[config.mk]
export PLATFORM = sky130hd
export DESIGN_NAME = ptc_top
export DESIGN_NICKNAME = d
export VERILOG_FILES = /design/src/core/ptc_pkg.sv /design/src/core/ptc_enable_sync.sv /design/src/core/ptc_ratio_scale.sv /design/src/core/ptc_top.sv
export SDC_FILE = /design/constraint.sdc
export NUM_CORES = 2
export LEC_CHECK = 0
export BUFFER_PORTS_ARGS = -buffer_cell sky130_fd_sc_hd__buf_2
export CORE_MARGIN = 2
export CORE_UTILIZATION = 64
export CTS_BUF_LIST = sky130_fd_sc_hd__clkbuf_4
export DETAILED_ROUTE_END_ITERATION = 7
export PLACE_DENSITY_LB_ADDON = 0.2
export SKIP_LAST_GASP = 1
export SLEW_MARGIN = 15
export SYNTH_ARGS = -nofsm -noshare
export SYNTH_HDL_FRONTEND = slang
export SYNTH_SLANG_ARGS = --single-unit
export TNS_END_PERCENT = 10
[constraint.sdc]
create_clock -name i_ref_clk -period 8.9 [get_ports i_ref_clk]
set_input_delay 1.335 -clock i_ref_clk [delete_from_list [all_inputs] [get_ports i_ref_clk]]
set_output_delay 1.335 -clock i_ref_clk [all_outputs]
set_load 0.01 [all_outputs]
[src/core/ptc_pkg.sv]
// Purpose: Shared constants and types of the positioning trigger block.
// Assumes: One 40 MHz clock, synchronous active-high reset.
// Notes:   Register indices are word indices; byte address is four times.

package ptc_pkg;

    // ------------------------------------------------------------------
    // Register map
    // ------------------------------------------------------------------
    localparam logic [3:0] PTC_IDX_MODE   = 4'h0;
    localparam logic [3:0] PTC_IDX_SET_LO = 4'h1;
    localparam logic [3:0] PTC_IDX_SET_HI = 4'h2;
    localparam logic [3:0] PTC_IDX_NUM    = 4'h3;
    localparam logic [3:0] PTC_IDX_DEN    = 4'h4;
    localparam logic [3:0] PTC_IDX_NUM2   = 4'h5;
    localparam logic [3:0] PTC_IDX_REF_HI = 4'h6;
    localparam logic [3:0] PTC_IDX_REF_LO = 4'h7;
    localparam logic [3:0] PTC_IDX_CNT_HI = 4'h8;
    localparam logic [3:0] PTC_IDX_CNT_LO = 4'h9;
    localparam logic [3:0] PTC_IDX_CTRL   = 4'ha;
    localparam logic [3:0] PTC_IDX_STATUS = 4'hb;

    // ------------------------------------------------------------------
    // Field layout and reset values
    // ------------------------------------------------------------------
    localparam int unsigned PTC_MODE_TRIG_BIT = 8;
    localparam int unsigned PTC_MODE_SRC_BIT  = 9;
    localparam int unsigned PTC_MODE_KEEP_BIT = 10;
    localparam logic [15:0] PTC_MODE_WMASK    = 16'h17ff;
    localparam logic [15:0] PTC_RATIO_RST     = 16'h03e8;
    localparam logic [15:0] PTC_REF_HI_MAX    = 16'h7530;
    localparam logic [15:0] PTC_REF_LO_MAX    = 16'hffff;
    localparam int unsigned PTC_CTRL_SEL2_BIT = 0;
    localparam logic [5:0]  PTC_DIV_STEPS     = 6'h30;

    // ------------------------------------------------------------------
    // Types
    // ------------------------------------------------------------------
    typedef enum logic [1:0] {
        PTC_ST_WAIT  = 2'b00,
        PTC_ST_SCALE = 2'b01,
        PTC_ST_MOVE  = 2'b11
    } ptc_state_t;

    typedef struct packed {
        logic a;
        logic b;
    } ptc_quad_t;

    // Byte-lane merge of a 16-bit register with Avalon write data.
    function automatic logic [15:0] ptc_merge(input logic [15:0] old,
                                              input logic [31:0] wd,
                                              input logic [3:0]  be);
        logic [15:0] r;
        r = old;
        if (be[0]) r[7:0] = wd[7:0];
        if (be[1]) r[15:8] = wd[15:8];
        return r;
    endfunction

endpackage

[src/core/ptc_enable_sync.sv]
// Purpose: Synchronise the positioning enable terminal, detect its edge.
// Assumes: Terminal is active high once it reaches this module.
// Notes:   The first stage is read only by the second stage.

`timescale 1ns/1ps

module ptc_enable_sync
    import ptc_pkg::*;
(
    // Clock and reset
    input  wire logic i_ref_clk,
    input  wire logic i_srst,
    input  wire logic i_ce,
    // Terminal
    input  wire logic i_pos_enable,
    // Detection
    output logic      o_rise,
    output logic      o_level
);

    typedef struct packed {
        logic s1;
        logic s2;
        logic s3;
    } ptc_sync_t;

    ptc_sync_t q;
    ptc_sync_t d;

    always_comb
    begin
        d    = q;
        d.s1 = i_pos_enable;
        d.s2 = q.s1;
        d.s3 = q.s2;
    end

    always_ff @(posedge i_ref_clk)
    begin
        if (i_srst)
            q <= '0;
        else if (i_ce)
            q <= d;
    end

    assign o_rise  = q.s2 & ~q.s3;
    assign o_level = q.s2;

endmodule

[src/core/ptc_ratio_scale.sv]
// Purpose: Scale a position by numerator over denominator, sequentially.
// Assumes: Denominator is never zero.
// Notes:   One quotient bit per enabled cycle; results saturate at 32 bits.

`timescale 1ns/1ps

module ptc_ratio_scale
    import ptc_pkg::*;
#(
    parameter int unsigned POS_W = 32,
    parameter int unsigned RAT_W = 16
)
(
    // Clock and reset
    input  wire logic             i_ref_clk,
    input  wire logic             i_srst,
    input  wire logic             i_ce,
    // Request
    input  wire logic             i_start,
    input  wire logic [POS_W-1:0] i_pos,
    input  wire logic [RAT_W-1:0] i_num,
    input  wire logic [RAT_W-1:0] i_den,
    // Result
    output logic                  o_done,
    output logic [POS_W-1:0]      o_result
);

    localparam int unsigned PW = POS_W + RAT_W;

    typedef struct packed {
        logic [5:0]       steps;
        logic [PW-1:0]    quot;
        logic [RAT_W:0]   rem;
        logic [RAT_W-1:0] den;
        logic             done;
        logic [POS_W-1:0] res;
    } ptc_div_t;

    ptc_div_t q;
    ptc_div_t d;

    always_comb
    begin
        logic [RAT_W:0] sh;
        sh     = '0;
        d      = q;
        d.done = 1'b0;
        if (i_start)
        begin
            // Restart wins over a division still in flight.
            d.quot  = PW'(i_pos * i_num);
            d.rem   = '0;
            d.den   = i_den;
            d.steps = PTC_DIV_STEPS;
        end
        else if (q.steps != 6'h00)
        begin
            sh     = {q.rem[RAT_W-1:0], q.quot[PW-1]};
            d.quot = {q.quot[PW-2:0], 1'b0};
            if (sh >= {1'b0, q.den})
            begin
                d.rem     = sh - {1'b0, q.den};
                d.quot[0] = 1'b1;
            end
            else
                d.rem = sh;
            d.steps = q.steps - 6'h01;
            if (q.steps == 6'h01)
            begin
                d.done = 1'b1;
                d.res  = (d.quot[PW-1:POS_W] != '0) ? '1
                                                    : d.quot[POS_W-1:0];
            end
        end
    end

    always_ff @(posedge i_ref_clk)
    begin
        if (i_srst)
            q <= '0;
        else if (i_ce)
            q <= d;
    end

    assign o_done   = q.done;
    assign o_result = q.res;

endmodule

[src/core/ptc_top.sv]
// Purpose: Positioning trigger, position source, reference and pulse count.
// Assumes: Pins are synchronous except the enable terminal; Avalon-MM slave.
// Notes:   Reading a low word freezes its high word for the next read.

`timescale 1ns/1ps

module ptc_top
    import ptc_pkg::*;
(
    // Clock, reset, clock enable
    input  wire logic        i_ref_clk,
    input  wire logic        i_srst,
    input  wire logic        i_ce,
    // Avalon-MM slave
    input  wire logic [5:0]  i_avs_address,
    input  wire logic        i_avs_read,
    input  wire logic        i_avs_write,
    input  wire logic [31:0] i_avs_writedata,
    input  wire logic [3:0]  i_avs_byteenable,
    output logic [31:0]      o_avs_readdata,
    output logic             o_avs_waitrequest,
    // Drive status
    input  wire logic        i_drive_run,
    input  wire logic        i_power_on,
    input  wire logic        i_pos_done,
    input  wire logic [31:0] i_bus_target,
    // Terminals
    input  wire logic        i_pos_enable,
    input  wire ptc_quad_t   i_pulse_cmd,
    // Positioning outputs
    output logic             o_pos_start,
    output logic             o_pos_busy,
    output logic [31:0]      o_pos_target,
    output logic [31:0]      o_pos_reference,
    output logic [31:0]      o_pulse_count,
    output logic             o_count_save
);

    // ------------------------------------------------------------------
    // State
    // ------------------------------------------------------------------
    typedef struct packed {
        ptc_state_t  st;
        logic [15:0] positioning_mode_word;
        logic [15:0] digital_position_setting_low;
        logic [15:0] digital_position_setting_high;
        logic [15:0] command_ratio_numerator;
        logic [15:0] command_ratio_denominator;
        logic [15:0] second_command_ratio_numerator;
        logic        sel2;
        logic [31:0] target;
        logic [31:0] ref_val;
        logic [31:0] cnt;
        logic [31:0] keep;
        logic [15:0] shadow;
        logic        ack;
        logic [31:0] rdata;
        logic        start_p;
        logic        div_go;
        logic        save_p;
        logic        pwr_q;
        ptc_quad_t   quad;
    } ptc_core_t;

    ptc_core_t q;
    ptc_core_t d;

    logic        en_rise;
    logic        en_level;
    logic        div_done;
    logic [31:0] div_res;
    logic [15:0] num_sel;
    logic        req;
    logic [3:0]  idx;

    // ------------------------------------------------------------------
    // Helpers
    // ------------------------------------------------------------------

    // Saturate a scaled position to the reportable reference range.
    function automatic logic [31:0] ptc_clamp_ref(input logic [31:0] v);
        logic [31:0] r;
        r = v;
        if (v[31:16] > PTC_REF_HI_MAX)
            r = {PTC_REF_HI_MAX, PTC_REF_LO_MAX};
        return r;
    endfunction

    // A ratio term of zero is refused; the register keeps its old value.
    function automatic logic [15:0] ptc_ratio_wr(input logic [15:0] old,
                                                 input logic [31:0] wd,
                                                 input logic [3:0]  be);
        logic [15:0] m;
        m = ptc_merge(old, wd, be);
        return (m == 16'h0000) ? old : m;
    endfunction

    // ------------------------------------------------------------------
    // Submodules
    // ------------------------------------------------------------------
    ptc_enable_sync u_enable_sync (
        .i_ref_clk    (i_ref_clk),
        .i_srst       (i_srst),
        .i_ce         (i_ce),
        .i_pos_enable (i_pos_enable),
        .o_rise       (en_rise),
        .o_level      (en_level)
    );

    assign num_sel = q.sel2 ? q.second_command_ratio_numerator
                            : q.command_ratio_numerator;

    ptc_ratio_scale #(
        .POS_W (32),
        .RAT_W (16)
    ) u_ratio_scale (
        .i_ref_clk (i_ref_clk),
        .i_srst    (i_srst),
        .i_ce      (i_ce),
        .i_start   (q.div_go),
        .i_pos     (q.target),
        .i_num     (num_sel),
        .i_den     (q.command_ratio_denominator),
        .o_done    (div_done),
        .o_result  (div_res)
    );

    // ------------------------------------------------------------------
    // Next state
    // ------------------------------------------------------------------
    assign req = i_avs_read | i_avs_write;
    assign idx = i_avs_address[5:2];

    always_comb
    begin
        logic up;
        logic step;
        up        = q.quad.a ^ i_pulse_cmd.b;
        step      = (q.quad.a ^ i_pulse_cmd.a) ^ (q.quad.b ^ i_pulse_cmd.b);
        d         = q;
        d.start_p = 1'b0;
        d.div_go  = 1'b0;
        d.save_p  = 1'b0;
        d.pwr_q   = i_power_on;
        d.quad    = i_pulse_cmd;

        // Bus: read data is loaded in the first cycle, writes land when
        // waitrequest drops in the second.
        if (req && !q.ack)
        begin
            d.ack   = 1'b1;
            d.rdata = '0;
            if (i_avs_read)
            begin
                case (idx)
                    PTC_IDX_MODE:
                        d.rdata[15:0] = q.positioning_mode_word;
                    PTC_IDX_SET_LO:
                        d.rdata[15:0] = q.digital_position_setting_low;
                    PTC_IDX_SET_HI:
                        d.rdata[15:0] = q.digital_position_setting_high;
                    PTC_IDX_NUM:
                        d.rdata[15:0] = q.command_ratio_numerator;
                    PTC_IDX_DEN:
                        d.rdata[15:0] = q.command_ratio_denominator;
                    PTC_IDX_NUM2:
                        d.rdata[15:0] = q.second_command_ratio_numerator;
                    PTC_IDX_REF_HI:
                        d.rdata[15:0] = q.shadow;
                    PTC_IDX_REF_LO:
                    begin
                        d.rdata[15:0] = q.ref_val[15:0];
                        d.shadow      = q.ref_val[31:16];
                    end
                    PTC_IDX_CNT_HI:
                        d.rdata[15:0] = q.shadow;
                    PTC_IDX_CNT_LO:
                    begin
                        d.rdata[15:0] = q.cnt[15:0];
                        d.shadow      = q.cnt[31:16];
                    end
                    PTC_IDX_CTRL:
                        d.rdata[PTC_CTRL_SEL2_BIT] = q.sel2;
                    PTC_IDX_STATUS:
                        d.rdata[3:0] = {i_power_on, en_level, q.st};
                    default:
                        d.rdata = '0;
                endcase
            end
        end
        else if (q.ack)
        begin
            d.ack = 1'b0;
            if (i_avs_write)
            begin
                case (idx)
                    PTC_IDX_MODE:
                        d.positioning_mode_word = ptc_merge(
                            q.positioning_mode_word, i_avs_writedata,
                            i_avs_byteenable) & PTC_MODE_WMASK;
                    PTC_IDX_SET_LO:
                        d.digital_position_setting_low = ptc_merge(
                            q.digital_position_setting_low,
                            i_avs_writedata, i_avs_byteenable);
                    PTC_IDX_SET_HI:
                        d.digital_position_setting_high = ptc_merge(
                            q.digital_position_setting_high,
                            i_avs_writedata, i_avs_byteenable);
                    PTC_IDX_NUM:
                        d.command_ratio_numerator = ptc_ratio_wr(
                            q.command_ratio_numerator,
                            i_avs_writedata, i_avs_byteenable);
                    PTC_IDX_DEN:
                        d.command_ratio_denominator = ptc_ratio_wr(
                            q.command_ratio_denominator,
                            i_avs_writedata, i_avs_byteenable);
                    PTC_IDX_NUM2:
                        d.second_command_ratio_numerator = ptc_ratio_wr(
                            q.second_command_ratio_numerator,
                            i_avs_writedata, i_avs_byteenable);
                    PTC_IDX_CTRL:
                        if (i_avs_byteenable[0])
                            d.sel2 = i_avs_writedata[PTC_CTRL_SEL2_BIT];
                    default:
                        d.ack = 1'b0;
                endcase
            end
        end

        // Positioning sequence. An edge seen while a move is under way is
        // dropped on purpose; in level mode a held terminal restarts at
        // once after each completion.
        case (q.st)
            PTC_ST_WAIT:
                if (i_drive_run &&
                    (q.positioning_mode_word[PTC_MODE_TRIG_BIT] ? en_level
                                                                : en_rise))
                begin
                    d.target = q.positioning_mode_word[PTC_MODE_SRC_BIT]
                             ? i_bus_target
                             : {q.digital_position_setting_high,
                                q.digital_position_setting_low};
                    d.div_go  = 1'b1;
                    d.start_p = 1'b1;
                    d.st      = PTC_ST_SCALE;
                end
            PTC_ST_SCALE:
                if (div_done)
                begin
                    d.ref_val = ptc_clamp_ref(div_res);
                    d.st      = PTC_ST_MOVE;
                end
            PTC_ST_MOVE:
                if (i_pos_done)
                    d.st = PTC_ST_WAIT;
            default:
                d.st = PTC_ST_WAIT;
        endcase

        // A stop aborts the sequence and clears the reference.
        if (!i_drive_run)
        begin
            d.ref_val = '0;
            d.st      = PTC_ST_WAIT;
        end

        // Pulse count runs only with power; power loss saves or drops it.
        if (i_power_on)
        begin
            if (!q.pwr_q)
                d.cnt = q.keep;
            else if (step)
                d.cnt = up ? q.cnt + 32'h0000_0001
                           : q.cnt - 32'h0000_0001;
        end
        else if (q.pwr_q)
        begin
            if (q.positioning_mode_word[PTC_MODE_KEEP_BIT])
            begin
                d.keep   = q.cnt;
                d.save_p = 1'b1;
            end
            else
                d.keep = '0;
        end
    end

    // ------------------------------------------------------------------
    // Registers
    // ------------------------------------------------------------------
    always_ff @(posedge i_ref_clk)
    begin
        if (i_srst)
        begin
            q                                <= '0;
            q.command_ratio_numerator        <= PTC_RATIO_RST;
            q.command_ratio_denominator      <= PTC_RATIO_RST;
            q.second_command_ratio_numerator <= PTC_RATIO_RST;
        end
        else if (i_ce)
            q <= d;
    end

    // ------------------------------------------------------------------
    // Outputs
    // ------------------------------------------------------------------
    // Waitrequest also covers a frozen clock enable, so no access can
    // complete while its write would be lost.
    assign o_avs_waitrequest = req & ~(q.ack & i_ce);
    assign o_avs_readdata    = q.rdata;
    assign o_pos_start       = q.start_p;
    assign o_pos_busy        = (q.st != PTC_ST_WAIT);
    assign o_pos_target      = q.target;
    assign o_pos_reference   = q.ref_val;
    assign o_pulse_count     = q.cnt;
    assign o_count_save      = q.save_p;

endmodule

==> implementation parameters <==
Parameter                              Value

CTS
  H-tree depth    3
  Clock-pin slew on the worst setup and hold paths    roughly 0.07 ns
  Hold Buf Count CTS    0
  Clock tree from TritonCTS    built
  Latest clock arrival within the worst-skew pair    roughly 0.84 ns
  Root buf cell    sky130_fd_sc_hd__clkbuf_4
  TritonCTS Buffers    93
  Clock tree sinks    383
  Number of gates resized after cts    0
  Total setup buffers inserted after CTS    0
  Longest Clk Path Bufs    3

Detailed routing
  Violation count after the first detailed-routing iteration    2,979
  First-pass detailed-route iteration total    6
  Post-detailed-route count of antenna-violating nets    0
  Number of remaining DRC errors    0
  Wire length reported by the detailed router    roughly 100,000 µm
  Vias per inst    around 6.1
  Via count    29,800
  Final routed wire length divided by cell count    roughly 21 µm

Synth
  Prevailing post-synth register cell    sky130_fd_sc_hd__dfxtp_1
  FFs w/ async S/R, synth    0%
  Cells taking the most area after synthesis    sky130_fd_sc_hd__fa_1 24%, sky130_fd_sc_hd__dfxtp_1 21%, sky130_fd_sc_hd__ha_1 5.9%
  Average cell area after synthesis    roughly 8.5 µm²
  Count of flip-flops with a built-in enable after synthesis    0
  Post-Syn Area    between 0.03 and 0.04 mm²
  Yosys reg bits    383
  Synth top cells by count    525 x sky130_fd_sc_hd__nand2_1, 484 x sky130_fd_sc_hd__inv_1, 420 x sky130_fd_sc_hd__fa_1
  Top-count cell post-synth    sky130_fd_sc_hd__nand2_1
  Cells after Synth    roughly 4,200
  Count of synthesis-stage warnings from yosys    0
  Share of the synthesized area in the top cell type    between 20% and 30%
  Synth cell types    80
  Share of synthesized area occupied by flip-flops and latches    21.5%
  Synth area leader    sky130_fd_sc_hd__fa_1

Place
  Pre-CTS setup slack    about 0.84 ns
  Placer congestion estimate    0.951
  Total of buffers placed on input and output ports    180
  Post-DP HPWL    74,000 µm

Worst setup path
  Data arrival at the endpoint of the critical path    approximately 9 ns
  Critical path's top delay family    adder cells
  Critical path endpoint category    flip-flop
  CP max stage delay    a little under 0.9 ns
  Cell chain of the critical path    mux2_2 -> nand2_1 -> fa_1 -> inv_1 -> fa_1 -> inv_1 -> fa_1 -> inv_1 -> fa_1 -> fa_1 -> inv_1 -> fa_1 -> inv_1 -> ha_1 -> and2_1 -> nand3_1 -> a2111oi_4 -> nor4_2 -> o31ai_1 -> a41oi_1 -> o31ai_2 -> mux2i_1 -> o22ai_1
  Most common cell on crit path    sky130_fd_sc_hd__fa_1
  Worst Path Buf+Inv    5
  Required time at the endpoint of the critical path    between 9 and 10 ns
  Largest fanout on the critical path    32
  Library cell contributing the largest single delay on the critical path    sky130_fd_sc_hd__mux2_2
  Critical path class    flip-flop to flip-flop
  Worst Setup Start Kind    flip-flop

Die
  Number of placement rows    86
  Core region area    between 0.05 and 0.06 mm²
  I/O pin count    roughly 220
  Die span in y    between 200 and 250 µm
  Starting utilization of the core area    between 60% and 70%
  Die span in x    240 µm
  Total die area    between 0.05 and 0.06 mm²

GRT
  Via count of the first global-routing pass    ~29,000
  Antenna violations before repair    4
  Maximum number of pins on one net before global-route repair    203
  Total global-route track usage    between 30% and 40%
  GRT overflow    0
  Wire length of the first global-routing pass    161,000 µm

STA
  Unrepaired setup endpoints after global routing    false
  Achievable frequency    around 120 MHz
  Clock period minus final worst setup slack    between 8 and 9 ns
  Final-report max-slew violation count    0
  Count of final setup violators    0
  Hold violation count in the final report    0
  Post-route setup TNS    0 ns
  Transition time of the tightest slew-check pin    around 1.2 ns
  Layout Skew    roughly 0.068 ns
  Minimum setup slack in the final design    roughly 0.66 ns
  Relative max-transition margin    about a fifth
  Crit share post-route    a little over 90%

Min path
  Class of the tightest hold or removal check    flip-flop to flip-flop

Cells and area
  Final net count    around 4,800
  Fraction of layout cells with a size suffix above 1    roughly 11%
  Layout Area Growth over Synthesis    4.13%
  Number of inserted filler cells in the final layout    4,662

Power
  P per Cell Area    120 mW/mm²
  Total Power Consumption    4.44 mW
  Pleak    ~16 nW
  Highest ir drop seen on vdd    0.127 mV

Run status
  Outcome    completed

Flow run
  Max capacitance violation total    0
-- cells by family (layout without fill, tap and decap cells) --
group / after synthesis / after routing / share of synthesized area, %
buffers and inverters: 878 / 857 / 10.6
other: 1 / 18 / 0.0105
AND/OR/NAND/NOR: 1324 / 1324 / 17.5
multiplexers: 184 / 184 / 5.24
AO/OA/AOI/OAI: 752 / 752 / 13.9
XOR/XNOR: 71 / 71 / 1.74
adder cells (fa/ha/maj): 588 / 588 / 29.5
flip-flops: 383 / 383 / 21.5
-- layout make-up --
type                    count  area, µm²  area share (%)
clock inverters            25        196           0.529
flip-flops and latches    383       7670            20.7
inverters                 486       1820            4.91
multi-input cells        2935      24300            65.5
clock buffers             127        953            2.57
diodes                      2       5.00          0.0135
well taps                 748        936            2.52
repair buffers            219       1220            3.27
-- stage by stage --
| stage | cells | cell area [µm²] | hold WS (ns) | utilization [%] |
|---|---|---|---|---|
| after floorplan | 4196 | 35700 | 0.427 | - |
| after global placement | 4771 | 36000 | 0.435 | 65.3 |
| after detailed placement | 4771 | 36000 | 0.441 | 65.3 |
| after CTS | 4923 | 37100 | 0.450 | 67.4 |
| after global routing | 4925 | 37100 | 0.471 | 67.4 |
| final | 4925 | 37100 | 0.447 | 67.4 |
-- final timing paths --
check                           cells past startpoint                start  slack, ns                           endpoint
worst max register to register                     23  q[183]$_SDFFE_PP0P_       0.66  u_ratio_scale.q[110]$_SDFFE_PP0P_
worst min-delay path                                2   q[73]$_SDFFE_PP0P_       0.45                 q[73]$_SDFFE_PP0P_
worst max-delay path                               23  q[183]$_SDFFE_PP0P_       0.66  u_ratio_scale.q[110]$_SDFFE_PP0P_
worst min register to register                      2   q[73]$_SDFFE_PP0P_       0.45                 q[73]$_SDFFE_PP0P_
-- power breakdown --
group	total (mW)	internal [mW]	switching, mW
registers	1.84	1.77	0.0693
clock network	1.50	0.746	0.751
logic	1.10	0.426	0.678
-- worst min-delay path, stage by stage, from the launching register on --
cell,delay (ns)
sky130_fd_sc_hd__dfxtp_1,0.31
sky130_fd_sc_hd__nand2_1,0.05
sky130_fd_sc_hd__a21oi_1,0.05
-- routing by layer --
layer  vias to the layer above  share of wire, %  GRT usage, %
li1                      13500                 -             -
met1                     14600                42          49.2
met2                      1452                45          55.2
met3                       234               9.7          7.22
met4                         0               3.9          13.6
met5                         -                 0             0
-- sequential cells by signal, indices dropped and copies added (netlist names) --
| register | cells |
|---|---|
| o_pos_reference | 32 |
| u_ratio_scale.o_done | 1 |
| u_ratio_scale.q | 86 |
| u_enable_sync.o_level | 1 |
| u_ratio_scale.o_result | 32 |
| o_pulse_count | 32 |
| q | 147 |
| u_enable_sync.d | 1 |
| o_pos_target | 32 |
| o_pos_start | 1 |
| u_enable_sync.q | 1 |
| o_count_save | 1 |
| o_avs_readdata | 16 |
-- placed cells by master, fill, tap and decap left out, types with 14 or more instances in the layout --
cell	instances
sky130_fd_sc_hd__a21o_1	45
sky130_fd_sc_hd__fa_1	420
sky130_fd_sc_hd__mux2_2	21
sky130_fd_sc_hd__a21oi_1	260
sky130_fd_sc_hd__clkbuf_4	127
sky130_fd_sc_hd__mux2i_1	163
sky130_fd_sc_hd__nor4_1	15
sky130_fd_sc_hd__o21ai_0	113
sky130_fd_sc_hd__o221a_2	32
sky130_fd_sc_hd__ha_1	168
sky130_fd_sc_hd__buf_4	38
sky130_fd_sc_hd__or3_1	16
sky130_fd_sc_hd__a211oi_1	71
sky130_fd_sc_hd__nand3_1	66
sky130_fd_sc_hd__dfxtp_1	381
sky130_fd_sc_hd__o21a_1	17
sky130_fd_sc_hd__a22oi_1	50
sky130_fd_sc_hd__inv_1	483
sky130_fd_sc_hd__nor2b_1	17
sky130_fd_sc_hd__clkinv_1	14
sky130_fd_sc_hd__nor3b_1	54
sky130_fd_sc_hd__conb_1	16
sky130_fd_sc_hd__a221oi_1	39
sky130_fd_sc_hd__nand2_1	524
sky130_fd_sc_hd__and3_1	20
sky130_fd_sc_hd__xor2_1	19
sky130_fd_sc_hd__nand2b_1	15
sky130_fd_sc_hd__buf_2	179
sky130_fd_sc_hd__nand4_1	18
sky130_fd_sc_hd__and2_1	221
sky130_fd_sc_hd__nor3_1	25
sky130_fd_sc_hd__a31oi_1	20
sky130_fd_sc_hd__nor2_1	292
sky130_fd_sc_hd__xnor2_1	52
Note: power is estimated with default switching activity, not from simulation.
